--- config.mk ---
export PLATFORM = sky130hd
export DESIGN_NAME = twm_timer_ctrl
export DESIGN_NICKNAME = d
export VERILOG_FILES = /design/src/twm_pkg.sv /design/src/twm_timer_ctrl.sv
export VERILOG_INCLUDE_DIRS = /design/src
export SDC_FILE = /design/constraint.sdc
export NUM_CORES = 1
export LEC_CHECK = 0
export ABC_AREA = 1
export ABC_CLOCK_PERIOD_IN_PS = 3200
export BUFFER_PORTS_ARGS = -buffer_cell sky130_fd_sc_hd__buf_2
export CORE_MARGIN = 4
export CORE_UTILIZATION = 50
export CTS_CLUSTER_SIZE = 8
export DETAILED_ROUTE_END_ITERATION = 6
export GPL_ROUTABILITY_DRIVEN = 1
export PLACE_DENSITY = 0.71
export SLEW_MARGIN = 20
export SYNTH_ARGS = -nofsm -noshare
export SYNTH_HDL_FRONTEND = slang
export SYNTH_SLANG_ARGS = --single-unit
--- constraint.sdc ---
create_clock -name CLK_SYS_I -period 3.2 [get_ports CLK_SYS_I]
set_input_delay 0.32 -clock CLK_SYS_I [delete_from_list [all_inputs] [get_ports CLK_SYS_I]]
set_output_delay 0.32 -clock CLK_SYS_I [all_outputs]
set_load 0.1 [all_outputs]
--- src/twm_defines.svh ---
/*
 * register indices, field positions, reset values and code points of the
 * timer control block; assumes one include per compile unit
 */
`ifndef TWM_DEFINES_SVH
`define TWM_DEFINES_SVH

// register indices, byte address is four times the index
`define TWM_IDX_CTRL_A 10'h000
`define TWM_IDX_CTRL_B 10'h001
`define TWM_IDX_LOCK 10'h004
`define TWM_IDX_VALID 10'h006
`define TWM_IDX_IRQ_MASK 10'h00A
`define TWM_IDX_IRQ_STAT 10'h00B
`define TWM_IDX_COUNT 10'h020
`define TWM_IDX_CYCLE 10'h026
`define TWM_IDX_COMPARE_ZERO_BUF 10'h038
`define TWM_IDX_CMP1_BUF 10'h03A
`define TWM_IDX_CMP2_BUF 10'h03C

// reset values
`define TWM_RST_CTRL 8'h00
`define TWM_RST_CYCLE 16'hFFFF
`define TWM_RST_WORD 16'h0000

// waveform mode codes
`define TWM_MODE_NORMAL 3'h0
`define TWM_MODE_FREQ 3'h1
`define TWM_MODE_ONE_SLOPE 3'h3
`define TWM_MODE_DUAL_TOP 3'h5

// interrupt status bit positions
`define TWM_IRQ_OVF 0
`define TWM_IRQ_UPD 1

// prescaler width, divide by 1024 at most
`define TWM_PRESC_W 10

`endif

--- src/twm_pkg.sv ---
/*
 * types of the timer control block: register field layouts
 * assumes twm_defines.svh for the numeric constants
 */
package twm_pkg;

  // control register a layout
  typedef struct packed {
    logic [3:0] rsv;
    logic [2:0] prescale_select;
    logic enable;
  } twm_ctrl_a_s;

  // control register b layout
  typedef struct packed {
    logic rsv;
    logic [2:0] channel_output_enable;
    logic auto_lock_update;
    logic [2:0] waveform_mode_select;
  } twm_ctrl_b_s;

endpackage : twm_pkg

--- src/twm_timer_ctrl.sv ---
/*
 * control part of a 16-bit timer: prescaler, enable, waveform mode,
 * compare buffering with update lock, pin override, apb register slave
 * assumes an apb3 master on CLK_SYS_I and synchronous port inputs
 */
// Functional notes
// - prescaler codes divide by 1 to 1024
// - counter runs only while enable bit set
// - output enable bit overrides port pin setting outside normal and reserved modes
// - auto-lock holds lock until enabled buffers valid
// - with auto-lock, lock stays clear until update, then set
// - without auto-lock, only software changes lock
// - normal mode produces no waveform output
// - frequency, single- and dual-slope modes route generator when enabled
// - three-bit field selects the waveform mode
// - mode sets top, update and overflow points
// - lock set skips buffer transfer at update
// - buffer write sets valid, buffer transfer clears it
`timescale 1ns/1ps
`include "twm_defines.svh"

module twm_timer_ctrl (
  input wire logic CLK_SYS_I,
  input wire logic SRST_I,
  input wire logic CE_I,
  input wire logic PSEL_I,
  input wire logic PENABLE_I,
  input wire logic PWRITE_I,
  input wire logic [11:0] PADDR_I,
  input wire logic [31:0] PWDATA_I,
  output logic [31:0] PRDATA_O,
  output logic PREADY_O,
  output logic PSLVERR_O,
  input wire logic [2:0] PORT_OUT_I,
  output logic [2:0] WAVE_PIN_O,
  output logic IRQ_O
);

  twm_pkg::twm_ctrl_a_s ctrl_a;
  twm_pkg::twm_ctrl_b_s ctrl_b;
  logic update_lock;
  logic auto_lock_update_q;
  logic [2:0] buffer_valid_flag;
  logic [15:0] compare_buffer [3];
  logic [15:0] compare_reg [3];
  logic [15:0] cycle_length_register;
  logic [15:0] count;
  logic count_down;
  logic [`TWM_PRESC_W-1:0] presc;
  logic [2:0] wave;
  logic [1:0] irq_stat;
  logic [1:0] irq_mask;

  // apb decode
  wire [9:0] idx = PADDR_I[11:2];
  wire setup = CE_I & PSEL_I & ~PENABLE_I;
  wire wr = CE_I & PSEL_I & PENABLE_I & PWRITE_I;
  wire hit_a = idx == `TWM_IDX_CTRL_A;
  wire hit_b = idx == `TWM_IDX_CTRL_B;
  wire hit_lock = idx == `TWM_IDX_LOCK;
  wire hit_valid = idx == `TWM_IDX_VALID;
  wire hit_mask = idx == `TWM_IDX_IRQ_MASK;
  wire hit_stat = idx == `TWM_IDX_IRQ_STAT;
  wire hit_count = idx == `TWM_IDX_COUNT;
  wire hit_cycle = idx == `TWM_IDX_CYCLE;
  wire [2:0] hit_buf = {idx == `TWM_IDX_CMP2_BUF,
                        idx == `TWM_IDX_CMP1_BUF,
                        idx == `TWM_IDX_COMPARE_ZERO_BUF};
  wire mapped = hit_a | hit_b | hit_lock | hit_valid | hit_mask
              | hit_stat | hit_count | hit_cycle | (|hit_buf);
  wire [2:0] buf_wr = {3{wr}} & hit_buf;

  // apb handshake, stalls while the block is frozen
  assign PREADY_O = CE_I;
  assign PSLVERR_O = PSEL_I & PENABLE_I & ~mapped;

  // read data selection
  logic [31:0] next_rdata;
  always_comb begin
    next_rdata = 32'h0000_0000;
    if (hit_a) next_rdata[7:0] = ctrl_a;
    if (hit_b) next_rdata[7:0] = ctrl_b;
    if (hit_lock) next_rdata[1] = update_lock;
    if (hit_valid) next_rdata[3:1] = buffer_valid_flag;
    if (hit_mask) next_rdata[1:0] = irq_mask;
    if (hit_stat) next_rdata[1:0] = irq_stat;
    if (hit_count) next_rdata[15:0] = count;
    if (hit_cycle) next_rdata[15:0] = cycle_length_register;
    for (int n = 0; n < 3; n++) begin
      if (hit_buf[n]) next_rdata[15:0] = compare_buffer[n];
    end
  end

  // read data captured in the setup cycle, stable through access
  always_ff @(posedge CLK_SYS_I) begin
    if (SRST_I) PRDATA_O <= 32'h0000_0000;
    else if (setup) PRDATA_O <= next_rdata;
  end

  // mode decode
  wire [2:0] mode = ctrl_b.waveform_mode_select;
  wire is_normal = mode == `TWM_MODE_NORMAL;
  wire is_freq = mode == `TWM_MODE_FREQ;
  wire is_one = mode == `TWM_MODE_ONE_SLOPE;
  wire is_dual = mode == `TWM_MODE_DUAL_TOP;
  wire mode_ok = is_normal | is_freq | is_one | is_dual;

  // prescaler tap mask per code
  logic [`TWM_PRESC_W-1:0] presc_mask;
  always_comb begin
    case (ctrl_a.prescale_select)
      3'h0: presc_mask = 10'h000;
      3'h1: presc_mask = 10'h001;
      3'h2: presc_mask = 10'h003;
      3'h3: presc_mask = 10'h007;
      3'h4: presc_mask = 10'h00F;
      3'h5: presc_mask = 10'h03F;
      3'h6: presc_mask = 10'h0FF;
      3'h7: presc_mask = 10'h3FF;
      default: presc_mask = 10'h000;
    endcase
  end
  wire run = CE_I & ctrl_a.enable;
  wire tick = run & ((presc & presc_mask) == presc_mask);

  // top, update and overflow points per mode
  wire [15:0] top = is_freq ? compare_reg[0] : cycle_length_register;
  wire at_top = count == top;
  wire at_bot = count == 16'h0000;
  wire upd_evt = tick & mode_ok & ((is_normal | is_freq) ? at_top
               : is_one ? at_bot : (count_down & at_bot));
  wire ovf_evt = tick & mode_ok & ((is_normal | is_freq) ? at_top
               : is_one ? at_bot : (~count_down & at_top));
  wire transfer = upd_evt & ~update_lock;

  // enabled channels whose buffers are all written
  wire [2:0] en = ctrl_b.channel_output_enable;
  wire all_valid = &(buffer_valid_flag | ~en);

  // prescaler and counter
  always_ff @(posedge CLK_SYS_I) begin
    if (SRST_I) begin
      presc <= '0;
      count <= `TWM_RST_WORD;
      count_down <= 1'b0;
    end else if (run) begin
      presc <= presc + 10'h001;
      if (tick) begin
        if (is_dual) begin
          if (~count_down & at_top) count_down <= 1'b1;
          else if (count_down & at_bot) count_down <= 1'b0;
          count <= (count_down & ~at_bot) | (~count_down & at_top)
                 ? count - 16'h0001 : count + 16'h0001;
        end else begin
          count_down <= 1'b0;
          count <= at_top ? 16'h0000 : count + 16'h0001;
        end
      end
    end
  end

  // control registers and period
  always_ff @(posedge CLK_SYS_I) begin
    if (SRST_I) begin
      ctrl_a <= `TWM_RST_CTRL;
      ctrl_b <= `TWM_RST_CTRL;
      cycle_length_register <= `TWM_RST_CYCLE;
      irq_mask <= 2'h0;
      auto_lock_update_q <= 1'b0;
    end else if (CE_I) begin
      auto_lock_update_q <= ctrl_b.auto_lock_update;
      if (wr & hit_a) ctrl_a <= PWDATA_I[7:0];
      if (wr & hit_b) ctrl_b <= PWDATA_I[7:0];
      if (wr & hit_cycle) cycle_length_register <= PWDATA_I[15:0];
      if (wr & hit_mask) irq_mask <= PWDATA_I[1:0];
    end
  end

  // update lock: software owns it unless auto-lock is on
  logic next_lock;
  always_comb begin
    next_lock = update_lock;
    if (wr & hit_lock) next_lock = PWDATA_I[1];
    if (ctrl_b.auto_lock_update) begin
      if (~auto_lock_update_q) next_lock = 1'b1;
      else if (transfer) next_lock = 1'b1;
      else if (update_lock & all_valid) next_lock = 1'b0;
      // hold either state, software writes do not reach the lock here
      else next_lock = update_lock;
    end
  end

  always_ff @(posedge CLK_SYS_I) begin
    if (SRST_I) update_lock <= 1'b0;
    else if (CE_I) update_lock <= next_lock;
  end

  // per-channel buffer, valid flag, compare register and generator
  for (genvar n = 0; n < 3; n++) begin : g_ch
    always_ff @(posedge CLK_SYS_I) begin
      if (SRST_I) begin
        compare_buffer[n] <= `TWM_RST_WORD;
        compare_reg[n] <= `TWM_RST_WORD;
        buffer_valid_flag[n] <= 1'b0;
      end else if (CE_I) begin
        if (buf_wr[n]) compare_buffer[n] <= PWDATA_I[15:0];
        if (transfer) compare_reg[n] <= compare_buffer[n];
        buffer_valid_flag[n] <= buf_wr[n] | (buffer_valid_flag[n]
                                & ~transfer);
      end
    end

    // generator: toggle on match in frequency mode, compare level in pwm
    always_ff @(posedge CLK_SYS_I) begin
      if (SRST_I) wave[n] <= 1'b0;
      else if (run & tick) begin
        if (is_freq) wave[n] <= wave[n] ^ (count == compare_reg[n]);
        else wave[n] <= count < compare_reg[n];
      end
    end

    // pin: generator only outside normal and reserved modes and when enabled
    wire route = ~is_normal & mode_ok & en[n];
    always_ff @(posedge CLK_SYS_I) begin
      if (SRST_I) WAVE_PIN_O[n] <= 1'b0;
      else if (CE_I) WAVE_PIN_O[n] <= route ? wave[n] : PORT_OUT_I[n];
    end
  end

  // sticky interrupt status, write one to clear, a new event wins
  logic [1:0] evt;
  assign evt[`TWM_IRQ_OVF] = ovf_evt;
  assign evt[`TWM_IRQ_UPD] = transfer;
  always_ff @(posedge CLK_SYS_I) begin
    if (SRST_I) irq_stat <= 2'h0;
    else if (CE_I) irq_stat <= evt | (irq_stat
                               & ~({2{wr & hit_stat}} & PWDATA_I[1:0]));
  end

  assign IRQ_O = |(irq_stat & irq_mask);

endmodule : twm_timer_ctrl

==> flow_results.org, run 1 <==
** STA
- TNS Setup :: 0 ns
- Setup repair after global routing left no endpoint under its margin.
- The worst pin sits at a relative slew slack of 43.4%.
- Clock period minus final worst setup slack :: 2.82 ns
- Worst slack on hold paths :: 0.129 ns
- Fmax :: 355 MHz
- At the pin with the least slew margin, the transition time is 0.847 ns.
- After layout, the worst path uses 88.1% of the clock period.
- Max Transition Viols Final :: 0
- Setup slack on the critical path of the routed design comes to 0.382 ns.
- The total count of hold-check failures in the final report is 0.
- Total setup violations reported at the end of the flow :: 0
- Final setup skew :: 0.0105 ns

** Yosys
- By area the synthesized netlist is led by sky130_fd_sc_hd__edfxtp_1 26%, sky130_fd_sc_hd__dfxtp_1 18%, sky130_fd_sc_hd__nand2_1 8.9%.
- Counting flops with a built-in enable in the synthesized netlist gives 96.
- For this run, asynchronously set or reset flops after synthesis account for 0%.
- For this run, the number of Yosys warnings is 0.
- Distinct cells, synth :: 40
- Most frequently used cell type in the post-synthesis netlist :: sky130_fd_sc_hd__nand2_1
- The top cell type by area accounts for 26.3% of the synthesized area.
- Mean instance size in the synthesized netlist :: 7.57 µm²
- Largest area contributor in the synthesized netlist :: sky130_fd_sc_hd__edfxtp_1
- The share of the Yosys chip area taken by registers is 44.0%.
- Post-synth top cells :: 261 x sky130_fd_sc_hd__nand2_1, 239 x sky130_fd_sc_hd__inv_1, 179 x sky130_fd_sc_hd__nor2_1
- Among all flip-flop cells after synthesis, the most frequent one is sky130_fd_sc_hd__dfxtp_1.
- Synthesis produced 1450 cells.
- Counting flops and latches in the post-synthesis netlist gives 193.
- The mapped netlist covers 0.0110 mm².

** Placement
- Port buffering added 56 buffers.
- Total instance count after detailed placement :: 1757
- Weighted congestion reported at the end of routability-driven placement :: 0.939
- Timing analysis after detailed placement gives a worst setup slack of 0.407 ns.
- Half-perimeter wire length of the detailed placement result :: 21900 µm

** Setup path
- By instance count, the cell type seen most on the critical path is sky130_fd_sc_hd__nand2_1.
- Reg-to-reg startpoint :: mode[1]
- Setup slack on the worst reg-to-reg path comes out at 0.38 ns.
- Worst R2R Path Depth :: 13
- In this run the critical register-to-register path is captured at compare_reg[2][12].
- Family with the most delay on the worst path :: simple AND/OR/NAND/NOR gates
- Along the worst path, the maximum fanout reaches 50.
- Among all stages on the critical path, the largest delay is contributed by sky130_fd_sc_hd__dfxtp_1.
- The signal on the critical path passes through nor2_4 -> nand2_2 -> nand2_1 -> nand3_1 -> nand2_1 -> nor2_1 -> nand2_1 -> nor2_1 -> nand2_2 -> nand2_1 -> nand2_1 -> nand2_2 -> buf_12.
- In this design, the stage delay of the slowest critical-path cell is 0.48 ns.
- STA classifies the critical path startpoint as a register.
- Arrival time of data at the critical path endpoint :: 2.93 ns
- Crit Path Class :: reg -> reg
- STA classifies the critical path endpoint as a register.
- Count of buffering cells on the critical path with inverters included :: 1
- At the worst endpoint, the required time is 3.31 ns.

** Cells and area
- Of the cells placed in the final design, the portion with a size suffix greater than 1 is 9.31%.
- Final Non-Filler Cells :: 1789
- Area Overhead vs Synth :: 10.5%
- 0 antenna diodes ended up in the layout.
- Number of nets in the layout :: 1606

** CTS
- The number of setup buffers added after CTS is 0.
- In this run the clock root is driven by a sky130_fd_sc_hd__clkbuf_16.
- TritonCTS built the clock tree.
- CTS built an H-tree with a depth of 4.
- Buffers inserted to repair hold after CTS numbered 0.
- Clock Pin Slew Worst Setup and Hold Paths :: 0.07 ns
- Inserted Clock Buffers :: 17
- Count of cells resized by post-cts repair :: 0
- The clock passes through at most 2 buffers.
- Clock Latency Late Sink :: 0.43 ns
- Number of sinks handled by clock tree synthesis :: 193

** Drt
- Once detail routing completed, the nets flagged for antenna violations numbered 0.
- Routed wirelength normalized by instance count :: 16.5 µm
- Count of unresolved DRC violations after routing :: 0
- Detailed-route vias per instance :: 5.41
- For this block, the routed nets add up to 29600 µm of wire.
- The first detailed-routing pass took 6 iterations.
- In this run, the number of DRC markers left after iteration 0 of detailed routing was 834.
- Across all layers, the routed design uses 9680 vias.

** Power
- The worst-case IR drop observed on VDD is 313 µV.
- The design draws 5.11 mW.
- Pwr/cell area :: 422 mW/mm²
- For this design the static power due to leakage is 5.67 nW.

** Floorplan
- Width of the die :: 156 µm
- For this configuration, the core starts out at a cell density of 51.5%.
- Die area :: 0.0244 mm²
- Die extent in y :: 156 µm
- In this run the core area contains 53 standard-cell rows.
- Core area :: 0.0213 mm²
- 91 I/O pins were placed.

** Worst hold path
- Start point of the worst min-delay path :: PWDATA_I[12]
- Type of the worst min-delay path :: in -> reg
- The path with the worst hold slack has its endpoint at cycle_length_register[12].
- Worst Hold Depth :: 3

** GRT
- The via count of the first global-routing pass is 9086.
- After global routing the overflow that remains totals 0.
- Wire length of the first global-routing pass :: 47500 µm
- Global routing consumed, over all layers together, 24.6% of the routing resources.
- Number of antenna violations at the first check in global routing :: 0
- Entering global routing, the biggest net connects 51 pins.

** Outcome
- Result of the run :: complete, no violations

** Flow run
- Max-cap violations in this run came to 0.
worst max path at each step:
stage                     depth (start not counted)                    to         from
after floorplan                                   5  compare_buffer[2][0]  PADDR_I[11]
after global placement                           13    compare_reg[1][11]      mode[1]
after detailed placement                         13    compare_reg[2][14]      mode[1]
after CTS                                        14             count[14]      mode[1]
after global routing                             14              count[8]      mode[1]
final                                            13    compare_reg[2][12]      mode[1]
through the flow:
stage	util, %	area [µm²]
floorplan	-	11000
global placement	54.2	11500
detailed placement	54.2	11500
CTS	57.0	12100
global route	57.0	12100
finish	57.0	12100
area by class of cell:
cell class                      count  area (µm²)
Tap cell                          275         344
Fill cell                        1936        9160
Clock buffer                       20         468
Inverter                          241         905
Timing Repair Buffer               88         533
Multi-Input combinational cell    960        4930
Sequential cell                   193        4820
Clock inverter                     12         116
layout by cell type, fill, tap and decap left out, types with 3 or more instances in the layout:
cell type | Yosys | routed
sky130_fd_sc_hd__a21oi_1 | 111 | 111
sky130_fd_sc_hd__a31oi_1 | 3 | 3
sky130_fd_sc_hd__buf_2 | 9 | 56
sky130_fd_sc_hd__buf_4 | 18 | 31
sky130_fd_sc_hd__clkbuf_16 | 0 | 18
sky130_fd_sc_hd__conb_1 | 1 | 16
sky130_fd_sc_hd__dfxtp_1 | 97 | 97
sky130_fd_sc_hd__edfxtp_1 | 96 | 96
sky130_fd_sc_hd__ha_1 | 52 | 52
sky130_fd_sc_hd__inv_1 | 239 | 238
sky130_fd_sc_hd__inv_8 | 0 | 4
sky130_fd_sc_hd__nand2_1 | 261 | 260
sky130_fd_sc_hd__nand2_2 | 3 | 4
sky130_fd_sc_hd__nand3_1 | 103 | 103
sky130_fd_sc_hd__nand3b_1 | 3 | 3
sky130_fd_sc_hd__nand4_1 | 19 | 19
sky130_fd_sc_hd__nor2_1 | 179 | 178
sky130_fd_sc_hd__nor2_2 | 8 | 9
sky130_fd_sc_hd__nor3_1 | 22 | 21
sky130_fd_sc_hd__nor4_1 | 6 | 6
sky130_fd_sc_hd__o2111ai_1 | 3 | 3
sky130_fd_sc_hd__o211ai_1 | 29 | 29
sky130_fd_sc_hd__o21ai_0 | 91 | 88
sky130_fd_sc_hd__o21ai_1 | 1 | 4
sky130_fd_sc_hd__o221ai_1 | 3 | 3
sky130_fd_sc_hd__o22ai_1 | 11 | 11
sky130_fd_sc_hd__xor2_1 | 21 | 21
tightest hold or removal path, delay by kind of cell:
family                 cells  cell delay [ns]
buffers and inverters      1             0.09
AOI/OAI and AO/OA          1             0.07
and+or+nand+nor            1             0.05
power by group:
group          switching (mW)  internal (mW)  total (mW)
Clock                    1.03           1.10        2.13
Combinational           0.265         0.0590       0.324
Sequential             0.0214           2.64        2.66
per-layer routing:
metal	vias up	track usage, %	routed length, µm
met5	-	0	0
met4	0	6.49	619
met3	43	3.97	2250
met2	343	39.1	13500
met1	4489	35.3	13200
li1	4805	-	-
cell families after synthesis:
kind of cell	after synthesis	synth area share [%]
buffers and inverters	312	11.7
AO/OA/AOI/OAI	258	13.0
adder cells (fa/ha/maj)	52	5.93
AND/OR/NAND/NOR	611	23.5
XOR/XNOR	23	1.84
other	1	0.0342
flip-flops	193	44.0
Power figures use the tool's default switching activity.
==> run 2, diff against run 1 <==
Settings changed: ABC_CLOCK_PERIOD_IN_PS 3200 to 2380.
Clock period 3.2 ns to 2.38 ns, I/O delays scaled along.
==> run 2 against run 1 <==
Effect of this change:
- the flow now finishes with violations (negative setup slack)
- critical endpoint unchanged
- register-to-register slack worse by 0.47 ns
- highest routed layer unchanged
- largest power group unchanged
- clock skew is 0.0019 ns lower
- hold slack worse by 0.10 ns
- clock power is 41% higher
==> flow_results.org, run 2 (synthesis gave the netlist of run 1 again) <==
** CTS
- The clock-pin slew reported for the worst setup and hold paths after clock tree synthesis came to 0.08 ns (about the same).
- The number of levels in the clock H-tree was 4 (unchanged).
- The clock sink count is 193 (unchanged).
- The number of buffers between clock root and the deepest sink came to 2 (unchanged).
- The clock insertion delay at the later pin of the skew report was 0.45 ns (+0.02 ns).
- TritonCTS clock tree :: built
- Root buffer cell :: sky130_fd_sc_hd__clkbuf_16
- The number of buffers inserted during clock tree synthesis came to 17 (unchanged).

** Drt
- Total number of vias :: 10.2k (+5.0%)
- The number of nets still failing antenna checks after routing came to 0 (unchanged).
- The number of optimization iterations in the first detailed-route pass was 6 (unchanged).
- 1st-iter DRT viols :: 863 (+3.5%)
- Count of unresolved DRC violations after routing :: 0 (unchanged)
- The detailed-route wire length was 31800 µm (+7.6%).
- The via count normalized by instance count is 5.51 (+1.9%).
- The wire length per cell is 17.3 µm (+4.4%).

** GRT
- The global-route usage over all layers is 24.8% (+0.12 points).
- The number of antenna violations at the first check in global routing is 0 (unchanged).
- Via count of the first global-routing pass :: 9083 (-0.033%)
- Remaining global-route overflow :: 0 (unchanged)
- Pin count of the biggest net entering global routing :: 49 (-3.9%)
- Wire length of the first global-routing pass :: 47600 µm (+0.17%)

** Power
- Switching power total :: 1.87 mW (+42%)
- The clock network fraction of total power was 42.7% (+1.0 points).
- The total power draw came to 7.03 mW (+37%).
- Logic pwr share :: 6.5% (+0.2 points)
- Switching power as a share of total power :: 26.6% (+0.86 points)
- Leakage dissipation :: 6.06 nW (+6.8%)
- Pwr/cell area :: 540 mW/mm² (+28%)
- Sequential Power Share :: 50.9% (-1.1 points)
- The cell-internal power was 5.16 mW (+36%).
- Worst vdd ir :: 490 µV (+56%)

** STA
- Clock period minus final worst setup slack :: 2.47 ns (-0.351 ns)
- The maximum achievable frequency is 405 MHz (+14%).
- Final critical-path setup slack :: -0.0874 ns (-0.469 ns)
- Hold violation total from the final report :: 0 (unchanged)
- Setup repair after global routing could not meet its margin everywhere.
- Measured slew at the worst slew-check pin :: 0.598 ns (-0.249 ns)
- The headroom to the max-slew limit is 60.1% (+17 points).
- Final setup skew :: 0.00862 ns (-0.00189 ns)
- Worst slack on hold paths :: 0.0283 ns (-0.100 ns)
- The total negative slack for setup checks was -2.77 ns (-2.77 ns).
- Total setup violations reported at the end of the flow :: 48 (+48)
- Period utilization :: 104% (+16 points)
- The number of max-slew violations in the final report came to 0 (unchanged).

** Cells and area
- The number of filler cells placed in the layout came to 1856 (-4.1%).
- The number of nets in the layout was 1661 (+3.4%).
- Final core area utilization :: 61.1% (+4.2 points)
- The library cell used most frequently in the layout, excluding fill and tap cells, is sky130_fd_sc_hd__nand2_1.
- The fraction of final layout cells sized beyond drive strength 1 came to 15.6% (+6.2 points).
- Final Non-Filler Cells :: 1844 (+3.1%)
- Compared with the post-synthesis result, the final layout area differs by 18.6%.
- The antenna cell count is 0 (unchanged).
- In the layout the commonest cells are 257 x sky130_fd_sc_hd__nand2_1, 238 x sky130_fd_sc_hd__inv_1, 149 x sky130_fd_sc_hd__nor2_1.
- Summed area of non-filler cells in the final layout :: 0.0130 mm² (+7.3%)

** Setup path
- Arrival time of data at the critical path endpoint :: 2.78 ns (-0.15 ns)
- The worst setup path is of the reg -> reg kind.
- Maximum cell stage delay along the critical path :: 0.34 ns (-0.14 ns)
- Reg2Reg Capture Point :: compare_reg[2][12]
- CP Capture Type :: register
- Required time of the critical path :: 2.69 ns (-0.62 ns)
- CP max-delay cell :: sky130_fd_sc_hd__dfxtp_2
- Worst setup path end :: compare_reg[2][12]
- Source of the critical timing path :: mode[1]
- The critical-path maximum fanout came to 7 (-86%).
- The setup slack of the worst register-to-register path came to -0.09 ns (-0.47 ns).
- The worst setup path is launched from a register.
- Worst R2R Path Depth :: 15 (+2)
- Traced cell by cell, the critical path runs through nor2_4 -> buf_6 -> clkbuf_16 -> nand3_1 -> nand3_1 -> nand2_1 -> nor2_1 -> nand2_1 -> nor2_2 -> nand2_2 -> a21boi_2 -> nand4_4 -> buf_12 -> clkbuf_16 -> nor2_2.
- The startpoint identified for the worst register-to-register timing path is mode[1].
- Count of buffering cells on the critical path with inverters included :: 4 (+3)
- Stages on the worst setup path :: 15 (+2)
- On the critical path the largest part of the delay comes from simple AND/OR/NAND/NOR gates.

** Floorplan
- The x dimension of the die came to 156 µm (unchanged).
- The overall die area is 0.0244 mm² (unchanged).
- The number of top-level pins came to 91 (unchanged).
- Die extent in y :: 156 µm (unchanged)
- Number of placement rows :: 53 (unchanged)
- The effective utilization at floorplan came to 51.5% (unchanged).
- The standard cell core area was 0.0213 mm² (unchanged).

** Outcome
- The checks that failed: negative setup slack.
- Result of the run :: complete, but fails checks

** Placement
- Half-perimeter wire length of the detailed placement result :: 22500 µm (+2.8%)
- Weighted congestion reported at the end of routability-driven placement :: 0.920 (-2.1%)
- The pre-CTS setup slack was 0.0360 ns (-0.371 ns).
- Instance area after placement :: 0.0120 mm² (+3.5%)
- IO Port Bufs :: 56 (unchanged)
- Total instance count after detailed placement :: 1794 (+2.1%)

** Worst hold path
- The tightest min-delay check is of the in -> reg type.

** Flow run
- Maximum Capacitance Violations :: 0 (unchanged)
-- run 2: cell count changes in the layout (fill, tap and decap cells not counted), moves of 6 or more --
cell                      before  now
sky130_fd_sc_hd__nand3_2       0    6
sky130_fd_sc_hd__nor2_2        9   36
sky130_fd_sc_hd__buf_4        31   65
sky130_fd_sc_hd__nor2_1      178  149
sky130_fd_sc_hd__buf_12        1   12
sky130_fd_sc_hd__nand3_1     103   96
-- run 2: worst min-delay path by stage --
stage               slack, ns  cells after the start                        end         start
floorplan                0.37                      2   cycle_length_register[0]   PWDATA_I[0]
detailed placement       0.44                      2                  ctrl_b[7]     ctrl_b[7]
finish                   0.03                      3  cycle_length_register[14]  PWDATA_I[14]
global placement         0.43                      2                  ctrl_b[7]     ctrl_b[7]
CTS                      0.02                      3  cycle_length_register[14]  PWDATA_I[14]
global route             0.03                      3  cycle_length_register[12]  PWDATA_I[12]
-- run 2: area by class of cell --
cell class	count	area, µm²	area share (%)
clock buffers	17	425	3.27
clock inverters	15	181	1.39
inverters	241	905	6.95
multi-input cells	960	5130	39.4
flip-flops and latches	193	4830	37.1
well taps	275	344	2.64
repair buffers	143	1200	9.25
-- run 2: per-layer routing --
layer | share of wire (%) | up-vias | wire length [µm] | GRT usage, %
met1 | 43 | 4722 | 13500 | 34.6
met5 | 0 | - | 0 | 0
met3 | 8.2 | 59 | 2620 | 3.58
li1 | - | 4937 | - | -
met2 | 47 | 448 | 15000 | 40.1
met4 | 2.0 | 0 | 641 | 7.60
-- run 2: tightest hold or removal path, cell delays in order --
cell and delay [ns]:
sky130_fd_sc_hd__buf_2 0.09, sky130_fd_sc_hd__nand2_1 0.05, sky130_fd_sc_hd__o211ai_1 0.07
-- run 2: power by group through the flow --
stage	Clock [mW]	Sequential (mW)	Combinational, mW
5_1_grt	3.14	3.58	0.490
4_1_cts	3.01	3.57	0.446
3_5_place_dp	0	3.65	0.445
2_1_floorplan	0	3.67	0.306
6_report	3.00	3.57	0.455
3_3_place_gp	0	3.65	0.439
-- run 2: what timing repair did --
item                       CTS  global route
setup buffers                0             8
resized for setup            0            54
hold buffers                 0             0
setup endpoints to repair    0           114
==> run 3, diff against run 2 <==
==> constraint.sdc (replaced) <==
create_clock -name CLK_SYS_I -period 2.38 [get_ports CLK_SYS_I]
set_input_delay 0.476 -clock CLK_SYS_I [delete_from_list [all_inputs] [get_ports CLK_SYS_I]]
set_output_delay 0.476 -clock CLK_SYS_I [all_outputs]
set_load 0.1 [all_outputs]
==> run 3 against run 2 <==
Effect of this change:
- the run now ends clean
- non-clock buffer count increased by 12
- count of clock-buffer cells in the layout stayed put
- hold slack better by 0.24 ns
- sequential share of layout area fell by 0.70 points
- power is 2.1% higher
- critical path depth down 5
- final cell count grew 0.65%
- setup slack better by 0.14 ns
- flip-flop and latch count unchanged
- first-iteration DRC count grew 17%
- critical endpoint is now PSLVERR_O
- largest power group unchanged
==> flow_results.org, run 3 (synthesis gave the netlist of run 1 again) <==
** STA
- Setup repair after global routing could not meet its margin everywhere.
- The final period utilization came to 97.9% (-5.8 points).
- Measured slew at the worst slew-check pin :: 0.557 ns (-0.0409 ns)
- The total count of hold-check failures in the final report is 0 (unchanged).
- The final hold slack was 0.267 ns (+0.238 ns).
- The worst setup skew after layout was 0.0179 ns (+0.00926 ns).
- The final count of negative-setup-slack endpoints is 0 (-100%).
- The number of max-slew violations in the final report was 0 (unchanged).
- TNS Setup :: 0 ns (+2.77 ns)
- The maximum achievable frequency came to 429 MHz (+5.9%).
- Slew HR :: 62.5% (+2.4 points)
- Clock period minus final worst setup slack :: 2.33 ns (-0.138 ns)

** GRT
- Via count of the first global-routing pass :: 9650 (+6.2%)
- Total global routing track utilization :: 25.9% (+1.1 points)
- Routing usage on met3 :: 4.13% (+0.55 points)
- Wire length of the first global-routing pass :: 50000 µm (+5.1%)
- The number of antenna violations at the first check in global routing came to 1 (+1).
- Global routing's busiest layer :: met2
- Remaining global-route overflow :: 0 (unchanged)
- The met1 usage in global routing was 35.8% (+1.2 points).
- The met2 layer usage reported by global route came to 42.0% (+2.0 points).
- Pin count of the biggest net entering global routing :: 49 (unchanged)

** Floorplan
- Die area :: 0.0244 mm² (unchanged)
- Core area :: 0.0213 mm² (unchanged)
- The effective utilization at floorplan came to 51.5% (unchanged).
- Die extent in y :: 156 µm (unchanged)
- The number of top-level pins was 91 (unchanged).
- The x dimension of the die is 156 µm (unchanged).
- Number of placement rows :: 53 (unchanged)

** Flow run
- Maximum Capacitance Violations :: 0 (unchanged)

** Cells and area
- Most common cell after layout, fill and taps aside :: sky130_fd_sc_hd__nand2_1
- The antenna cell count came to 0 (unchanged).
- The number of nets in the layout is 1673 (+0.72%).
- In the layout the commonest cells are 251 x sky130_fd_sc_hd__nand2_1, 233 x sky130_fd_sc_hd__inv_1, 162 x sky130_fd_sc_hd__nor2_1.
- Final core area utilization :: 62.3% (+1.2 points)
- The fraction of final layout cells sized beyond drive strength 1 came to 15.9% (+0.32 points).
- Area Overhead vs Synth :: 20.9%
- Fill cell count :: 1854 (-0.11%)

** CTS
- Number of sinks handled by clock tree synthesis :: 193 (unchanged)
- Root buffer cell :: sky130_fd_sc_hd__clkbuf_16
- Inserted Clock Buffers :: 17 (unchanged)
- The number of levels in the clock H-tree is 4 (unchanged).
- TritonCTS clock tree :: built
- The number of buffers between clock root and the deepest sink is 2 (unchanged).
- The clock-pin slew reported for the worst setup and hold paths after clock tree synthesis was 0.08 ns (about the same).
- Clock Latency Late Sink :: 0.45 ns (about the same)

** Drt
- Routed Antenna Nets :: 0 (unchanged)
- The detailed-route wire length is 32100 µm (+0.75%).
- First-pass DRT Iterations :: 6 (unchanged)
- The wire length per cell came to 17.3 µm (about the same).
- The remaining routing DRC violations came to 0 (unchanged).
- Total number of vias :: 10.2k (+0.30%)
- The detailed router's first-iteration violation count came to 1007 (+17%).
- The via count normalized by instance count was 5.49 (-0.34%).

** Setup path
- Arrival time of data at the critical path endpoint :: 1.85 ns (-0.93 ns)
- The critical path's largest stage delay came to 0.29 ns (-0.05 ns).
- The critical-path maximum fanout is 5 (-2).
- Nature of the critical path startpoint :: primary input
- Required time of the critical path :: 1.90 ns (-0.79 ns)
- The worst setup path is captured at an output pin.
- CP max-delay cell :: sky130_fd_sc_hd__nor4_1
- Cell chain of the critical path :: buf_8 -> inv_2 -> nand2_2 -> nor2_4 -> nand3_2 -> nand2_1 -> nor4_1 -> nand4_1 -> nor3_4 -> buf_12
- The critical path is of the in -> out type.

** Power
- Worst vdd ir :: 515 µV (+5.1%)
- Leakage dissipation :: 6.20 nW (+2.4%)
- Pwr/cell area :: 541 mW/mm² (+0.15%)

** Placement
- The total of buffers placed on input and output ports came to 56 (unchanged).
- Half-perimeter wire length of the detailed placement result :: 23200 µm (+2.9%)
- The global placer's final weighted congestion was 0.946 (+2.8%).

** Worst hold path
- Type of the worst min-delay path :: in -> reg

** Outcome
- The flow ran to the end, and the final reports show no timing, DRC or antenna violations.
-- run 3: layout make-up --
class / count / area, µm² / share of cell area, %
clock buffer: 17 / 425 / 3.21
clock inverter: 15 / 220 / 1.66
inverter: 241 / 907 / 6.84
multi-input combinational: 960 / 5130 / 38.6
sequential: 193 / 4830 / 36.4
tap: 275 / 344 / 2.59
timing repair buffer: 155 / 1420 / 10.7
-- run 3: worst paths after layout --
path	depth (start not counted)	slack, ns	startpoint	endpoint
worst min-delay path	3	0.27	PWDATA_I[13]	cycle_length_register[13]
worst max-delay path	10	0.05	PADDR_I[3]	PSLVERR_O
worst max register to register	16	0.07	mode[2]	compare_reg[0][0]
worst min register to register	2	0.46	ctrl_b[7]	ctrl_b[7]
-- run 3: power by group --
| group | switching (mW) | total [mW] | internal (mW) | leakage (nW) |
|---|---|---|---|---|
| clock network | 1.54 | 3.10 | 1.56 | 0.311 |
| logic | 0.378 | 0.503 | 0.125 | 4.16 |
| registers | 0.0274 | 3.57 | 3.55 | 1.73 |
-- run 3: layer usage --
layer  up-vias  routed length [µm]
met2       432               14900
met3        83                2530
li1       4953                   -
met4         2                 916
met1      4727               13700
met5         -                  13
-- run 3: timing repair --
item | CTS | global route
endpoints found under the setup margin | 0 | 115
hold buffers | 0 | 0
buffers inserted | 0 | 8
gates resized for setup | 0 | 74
-- run 3: per-stage QoR --
stage / setup WS [ns] / cell area (µm²) / cells / total power, mW
final: 0.0502 / 13300 / 1856 / 7.18
after global routing: -0.0649 / 13300 / 1856 / 7.38
after CTS: 0.0425 / 12800 / 1841 / 7.19
after detailed placement: 0.0667 / 12200 / 1809 / 4.12
after global placement: 0.0456 / 12200 / 1809 / 4.11
after floorplan: -0.313 / 11100 / 1465 / 3.97
-- run 3: worst max-delay path, delay by kind of cell --
kind                   cells  cell delay [ns]
buffers and inverters      3             0.33
and+or+nand+nor            7             1.03
